[config.mk]
export PLATFORM = sky130hd
export DESIGN_NAME = switch_forwarding_config_regs
export DESIGN_NICKNAME = d
export VERILOG_FILES = /design/src/switch_forwarding_pkg.sv /design/src/switch_forwarding_config_regs.sv /design/src/port_ingress_reg.sv
export VERILOG_INCLUDE_DIRS = /design/src
export SDC_FILE = /design/constraint.sdc
export NUM_CORES = 1
export LEC_CHECK = 0
export ABC_AREA = 1
export BUFFER_PORTS_ARGS = -buffer_cell sky130_fd_sc_hd__buf_2
export CAP_MARGIN = 20
export CORE_ASPECT_RATIO = 0.6
export CORE_UTILIZATION = 50
export CTS_CLUSTER_DIAMETER = 80
export DETAILED_ROUTE_END_ITERATION = 12
export PLACE_DENSITY = 0.82
export RECOVER_POWER = 25
export SLEW_MARGIN = 0
export SYNTH_ARGS = -nofsm -noshare
export SYNTH_HDL_FRONTEND = slang
export SYNTH_SLANG_ARGS = --single-unit
[constraint.sdc]
create_clock -name clk -period 3.6 [get_ports clk]
set_clock_uncertainty 0.2 [all_clocks]
set_input_delay 0.72 -clock clk [delete_from_list [all_inputs] [get_ports clk]]
set_output_delay 0.72 -clock clk [all_outputs]
set_load 0.05 [all_outputs]
[src/switch_forwarding_defines.svh]
// Purpose: offsets, field positions and reset values of the switch forwarding configuration registers
// Assumes: byte-wide management register map with eight-bit offsets
// Notes: definitions only; included by the package users
`ifndef SWITCH_FORWARDING_DEFINES_SVH
`define SWITCH_FORWARDING_DEFINES_SVH

`define ADDR_UNKNOWN_FWD 8'h0e
`define ADDR_PHY_SELECT 8'h0f
`define ADDR_PORT1_CTRL 8'h10
`define ADDR_PORT2_CTRL 8'h20
`define ADDR_PORT3_CTRL 8'h30

`define UNKNOWN_EN_BIT 7
`define UNKNOWN_MASK_MSB 2
`define UNKNOWN_RSVD_MSB 6
`define UNKNOWN_RSVD_LSB 3
`define UNKNOWN_FWD_RESET 8'h07

`define PHY_ADDR_MSB 7
`define PHY_ADDR_LSB 3
`define PHY_ADDR_RESET 5'h01
`define PHY_ADDR_NA_LOW 5'h00
`define PHY_ADDR_NA_HIGH0 5'h1e
`define PHY_ADDR_NA_HIGH1 5'h1f
`define PHY_ADDR_STEP 5'h01
`define PHY_RSVD_VALUE 3'h0

`define STORM_EN_BIT 7
`define DIFFSERV_EN_BIT 6
`define PORT_CTRL_RESET 8'h00

`define ALL_PORTS_MASK 3'h7
`define READ_UNMAPPED 8'h00

`endif

[src/switch_forwarding_pkg.sv]
// Purpose: shared types of the switch forwarding configuration block
// Assumes: three switch ports
// Notes: constants live in switch_forwarding_defines.svh
package switch_forwarding_pkg;
   typedef logic [7:0] reg_byte_t;
   typedef logic [4:0] phy_addr_t;
   typedef logic [2:0] port_mask_t;
endpackage : switch_forwarding_pkg

[src/switch_forwarding_config_regs.sv]
// Purpose: unknown-destination routing, phy address select and per-port ingress enables
// Assumes: register port on clk; one access per cycle; a read in a write cycle returns the old value
// Notes: outputs update on the same edge that stores the written byte
`include "switch_forwarding_defines.svh"

module switch_forwarding_config_regs
   import switch_forwarding_pkg::*;
#(
   parameter int NUM_PORTS = 3
) (
   input wire logic clk,
   input wire logic reset,
   input wire reg_byte_t reg_addr,
   input wire reg_byte_t reg_wdata,
   input wire logic reg_we,
   input wire logic reg_re,
   output reg_byte_t reg_rdata,
   output port_mask_t unknown_da_ports,
   output logic unknown_da_redirect,
   output phy_addr_t phy1_addr,
   output phy_addr_t phy2_addr,
   output logic phy_addr_valid,
   output logic [NUM_PORTS-1:0] storm_protect_en,
   output logic [NUM_PORTS-1:0] diffserv_en
);
   reg_byte_t unknown_ctrl;
   reg_byte_t next_unknown_ctrl;
   phy_addr_t next_phy1_addr;
   phy_addr_t next_phy2_addr;
   logic next_phy_addr_valid;
   port_mask_t next_unknown_da_ports;
   logic next_unknown_da_redirect;
   reg_byte_t next_reg_rdata;
   logic [NUM_PORTS-1:0] port_write;
   reg_byte_t port_ctrl [NUM_PORTS];
   logic [NUM_PORTS-1:0] next_storm_protect_en;
   logic [NUM_PORTS-1:0] next_diffserv_en;

   localparam reg_byte_t PORT_ADDR [3] = '{`ADDR_PORT1_CTRL, `ADDR_PORT2_CTRL, `ADDR_PORT3_CTRL};

   // per-port control registers, one instance each
   for (genvar p = 0; p < NUM_PORTS; p++) begin : g_port
      assign port_write[p] = reg_we && (reg_addr == PORT_ADDR[p]);
      port_ingress_reg #(
         .RESET_VALUE(`PORT_CTRL_RESET)
      ) u_port (
         .clk(clk),
         .reset(reset),
         .write(port_write[p]),
         .wdata(reg_wdata),
         .ctrl(port_ctrl[p])
      );
   end

   // next values of the global registers and derived forwarding outputs
   always_comb begin
      next_unknown_ctrl = unknown_ctrl;
      next_phy1_addr = phy1_addr;
      if (reg_we && reg_addr == `ADDR_UNKNOWN_FWD) begin
         next_unknown_ctrl = reg_wdata;
      end
      if (reg_we && reg_addr == `ADDR_PHY_SELECT) begin
         next_phy1_addr = reg_wdata[`PHY_ADDR_MSB:`PHY_ADDR_LSB];
      end
      next_phy2_addr = phy_addr_t'(next_phy1_addr + `PHY_ADDR_STEP);
      next_phy_addr_valid = (next_phy1_addr != `PHY_ADDR_NA_LOW) && (next_phy1_addr != `PHY_ADDR_NA_HIGH0)
         && (next_phy1_addr != `PHY_ADDR_NA_HIGH1);
      next_unknown_da_redirect = next_unknown_ctrl[`UNKNOWN_EN_BIT];
      // redirect off: flood to all ports, mask ignored
      if (next_unknown_ctrl[`UNKNOWN_EN_BIT]) begin
         next_unknown_da_ports = next_unknown_ctrl[`UNKNOWN_MASK_MSB:0];
      end else begin
         next_unknown_da_ports = `ALL_PORTS_MASK;
      end
   end

   // per-port enables, taken from the value the port register will hold
   always_comb begin
      for (int p = 0; p < NUM_PORTS; p++) begin
         next_storm_protect_en[p] = port_write[p] ? reg_wdata[`STORM_EN_BIT] : port_ctrl[p][`STORM_EN_BIT];
         next_diffserv_en[p] = port_write[p] ? reg_wdata[`DIFFSERV_EN_BIT] : port_ctrl[p][`DIFFSERV_EN_BIT];
      end
   end

   // read decode; reserved phy bits read as zero, unmapped offsets read zero
   always_comb begin
      next_reg_rdata = reg_rdata;
      if (reg_re) begin
         next_reg_rdata = `READ_UNMAPPED;
         if (reg_addr == `ADDR_UNKNOWN_FWD) begin
            next_reg_rdata = unknown_ctrl;
         end
         if (reg_addr == `ADDR_PHY_SELECT) begin
            next_reg_rdata = {phy1_addr, `PHY_RSVD_VALUE};
         end
         for (int p = 0; p < NUM_PORTS; p++) begin
            if (reg_addr == PORT_ADDR[p]) begin
               next_reg_rdata = port_ctrl[p];
            end
         end
      end
   end

   // register stage
   always_ff @(posedge clk) begin
      if (reset) begin
         unknown_ctrl <= `UNKNOWN_FWD_RESET;
         phy1_addr <= `PHY_ADDR_RESET;
         phy2_addr <= phy_addr_t'(`PHY_ADDR_RESET + `PHY_ADDR_STEP);
         phy_addr_valid <= 1'b1;
         unknown_da_ports <= `ALL_PORTS_MASK;
         unknown_da_redirect <= 1'b0;
         storm_protect_en <= '0;
         diffserv_en <= '0;
         reg_rdata <= `READ_UNMAPPED;
      end else begin
         unknown_ctrl <= next_unknown_ctrl;
         phy1_addr <= next_phy1_addr;
         phy2_addr <= next_phy2_addr;
         phy_addr_valid <= next_phy_addr_valid;
         unknown_da_ports <= next_unknown_da_ports;
         unknown_da_redirect <= next_unknown_da_redirect;
         storm_protect_en <= next_storm_protect_en;
         diffserv_en <= next_diffserv_en;
         reg_rdata <= next_reg_rdata;
      end
   end
endmodule : switch_forwarding_config_regs

[src/port_ingress_reg.sv]
// Purpose: one per-port ingress control register, same layout for every port
// Assumes: write strobe already decoded for this port's offset
// Notes: bits 5..0 are stored for readback only
module port_ingress_reg
   import switch_forwarding_pkg::*;
#(
   parameter reg_byte_t RESET_VALUE = 8'h00
) (
   input wire logic clk,
   input wire logic reset,
   input wire logic write,
   input wire reg_byte_t wdata,
   output reg_byte_t ctrl
);
   reg_byte_t next_ctrl;

   // next value: take the written byte, else hold
   always_comb begin
      next_ctrl = ctrl;
      if (write) begin
         next_ctrl = wdata;
      end
   end

   // register stage with synchronous reset
   always_ff @(posedge clk) begin
      if (reset) begin
         ctrl <= RESET_VALUE;
      end else begin
         ctrl <= next_ctrl;
      end
   end
endmodule : port_ingress_reg

==> flow_summary_export.csv <==
group,metric,value,unit
run_status,status,"completed",
critical_path,worst-r2r-cell-count,9,
clocking,cts_buffer_depth,2,
logic_synthesis,synth_area,2640,sq um
sta,slew_at_the_pin_closest_to_its_max_slew_limit,0.812,ns
sta,final_max_slew_viol_count,0,
critical_path,regToRegStartpoint,"phy1_addr[1]",
die,floorplan.rows,20,
finish,final_util,0.593,
clocking,holdBufCountCts,0,
sta,max_freq,0.375,GHz
sta,final-setup-viol-count,0,
critical_path,worstSetupEndpointType,"flip-flop",
clocking,post-cts-setup-buffer-count,0,
logic_synthesis,synthesis.nets,365,
finish,drive_above_1_share,0.202,
logic_synthesis,synth_top_area_cell,"dfxtp_1",
detailed_routing,vias_per_cell,5.37,
clocking,clkSlewWorstSetupHoldPaths,0.08,ns
place,place.gp.congestion,0.865,
logic_synthesis,syn_area_per_cell,7.69,sq um
worst_hold_path,worstHoldPathType,"flip-flop to flip-flop",
detailed_routing,drt.antenna.violating_nets,0,
global_route,grt.total_usage,0.243,
finish,final_nets,409,
logic_synthesis,netlist_top_cells_area,"dfxtp_1 46%, nand2_1 8.3%, nand3_1 7.2%",
detailed_routing,vias,2460,
power_and_ir_drop,power_leakage,1.32,nW
clocking,cts-htree-levels,3,
worst_hold_path,worstHoldPathCells,2,
global_route,grt_overflow,0,
critical_path,worstSetupPathType,"input pin to flip-flop",
logic_synthesis,yosysUniqueCellTypes,27,
global_route,antenna_found_initial,0,
flow_run,cap_violations,0,
critical_path,rr_endpoint,"phy_addr_valid",
logic_synthesis,number_of_warnings_printed_during_yosys_synthesis,0,
sta,final_period_minus_worst_setup_slack,2.66,ns
die,initial_core_utilization,0.519,
sta,post-route-worst-setup-slack,0.935,ns
finish,num-fill-cells,477,
place,dp.final_hpwl,4.48,mm
clocking,clk_root_buffer_cell,"clkbuf_8",
place,place.port_buffers,48,
clocking,clkLatencyLatePin,0.35,ns
logic_synthesis,synthCells,343,
critical_path,worst_setup_path_start_kind,"input pin",
logic_synthesis,ys_ff_latch,60,
detailed_routing,wl_per_cell,13.7,microns
sta,timing_hold_violations_final,0,
finish,antenna_cells,0,
sta,setup_tns,0,ns
sta,timing.final.crit_share,0.740,
global_route,largest_net_degree_at_the_start_of_global_routing,30,
detailed_routing,detail_route.drc_violations,0,
clocking,cts_repair_resize_count,0,
detailed_routing,initialDrtViolationCount,218,
critical_path,crit_path_start,"reg_addr[2]",
clocking,clock-sinks,60,
worst_hold_path,hold_path_end,"g_port[1].u_port.ctrl[2]",
die,dieHeight,58.3,microns
critical_path,worstPathRequired,3.64,ns
clocking,tritoncts,"yes",
logic_synthesis,synth.top_cell.area_share,0.455,
place,post-place-ws,0.725,ns
power_and_ir_drop,vdd.ir_drop.worst,0.276,mV
die,floorplan.core_area,5080,sq um
finish,area_growth,14.3,%
die,die_width,95.8,microns
critical_path,cp_max_fo,14,
power_and_ir_drop,power_per_cell_area,426,nW/um^2
detailed_routing,totalWireLength,6.29,mm
sta,slew_headroom,0.458,
worst_hold_path,hold_path_startpoint,"g_port[1].u_port.ctrl[2]",
power_and_ir_drop,overall_power_consumption,1.28,mW
critical_path,timing.reg2reg.setup_slack,1.92,ns
clocking,cts_buffers,9,
global_route,first_global_vias,2093,
die,floorplan.io_pins,49,
die,fp.dieArea,5580,sq um
detailed_routing,dr.pass1.iters,5,
global_route,grt_pass1_wl,9.80,mm
sta,grt_setup_unrepaired,"false",
critical_path,cp_data_arrival_time,2.71,ns
logic_synthesis,synth_seq_area_share,0.455,
## placed cells by master (no fill, tap or decap), types with 2 or more instances in the layout
cell type   n
dfxtp_1    60
clkinv_4    4
nand3_1    39
nor2_4      3
nor2_1     31
buf_2      28
o21ai_1    24
inv_6       2
o21ai_0    11
nor2_2      3
ha_1        2
clkbuf_1   20
nor3_4      4
inv_1      22
clkbuf_8    9
inv_2      11
buf_4       2
nand2_4     2
nand2_1    58
nand2_2     5
a21oi_1    36
nand4_1     9
## through the flow
stage          hold slack [ns]  instance area [sq um]  cells
2_1_floorplan            0.225                   2640    343
3_3_place_gp             0.238                   2870    442
3_5_place_dp             0.244                   2870    442
4_1_cts                  0.254                   3050    458
5_1_grt                  0.278                   3010    458
6_report                 0.251                   3010    458
## per-layer routing
metal,global-route usage,routed length [microns],up-vias
met4,0.104,95,0
met1,0.353,3010,1113
met3,0.0774,646,11
li1,-,-,1225
met2,0.327,2540,111
met5,0,0,-
## where the power goes
group	leakage [nW]	internal, mW	switching [mW]
clock network	0.0904	0.258	0.293
registers	0.484	0.665	0.000721
logic	0.741	0.0176	0.0512
total	1.32	0.940	0.345
## layout make-up
type                    instances  area [sq um]  area share
clock buffers                   9           124      0.0411
flip-flops and latches         60          1200       0.399
inverters                      33           124      0.0411
well taps                      66          82.6      0.0274
multi-input cells             233          1190       0.396
clock inverters                 7          60.1      0.0199
repair buffers                 50           230      0.0764
## worst max-delay path, stage by stage
cell and delay (ns):
buf_2 0.12, nand2_2 0.10, nor2_4 0.29, nand3_1 0.39, o21ai_4 0.29, ha_1 0.17, inv_1 0.06, nor3_1 0.19
ha_1 0.17, inv_1 0.04, nor2_1 0.10, a21oi_1 0.06
## cell usage after synthesis (all sizes together)
library cell,n
a21oi,36
and2,1
buf,10
clkbuf,7
dfxtp,60
ha,2
inv,33
nand2,65
nand3,40
nand4,9
nor2,37
nor3,6
o21ai,36
or2,1
## state kept, by name, summed over array words and instances, names as in the netlist
register,flops
diffserv_en,3
g_port.u_port.ctrl,24
phy1_addr,5
phy2_addr,5
phy_addr_valid,1
reg_rdata,8
storm_protect_en,3
unknown_ctrl,7
unknown_da_ports,3
unknown_da_redirect,1
## worst max-delay path by stage
stage                                 to  slack, ns  depth (start not counted)
after floorplan             phy2_addr[4]       1.13                         12
after global placement      phy2_addr[4]       0.78                         13
after detailed placement  phy_addr_valid       0.73                         14
after CTS                 phy_addr_valid       1.08                         14
after global routing      phy_addr_valid       0.71                         12
final                     phy_addr_valid       0.94                         12
## logic make-up after synthesis
group                    Yosys count  synth area share
AND/OR/NAND/NOR                  159             0.306
AO/OA/AOI/OAI                     72             0.141
flip-flops                        60             0.455
buffers and inverters             50            0.0878
adder cells (fa/ha/maj)            2           0.00949
No activity file was read; power rests on OpenSTA's default activity.
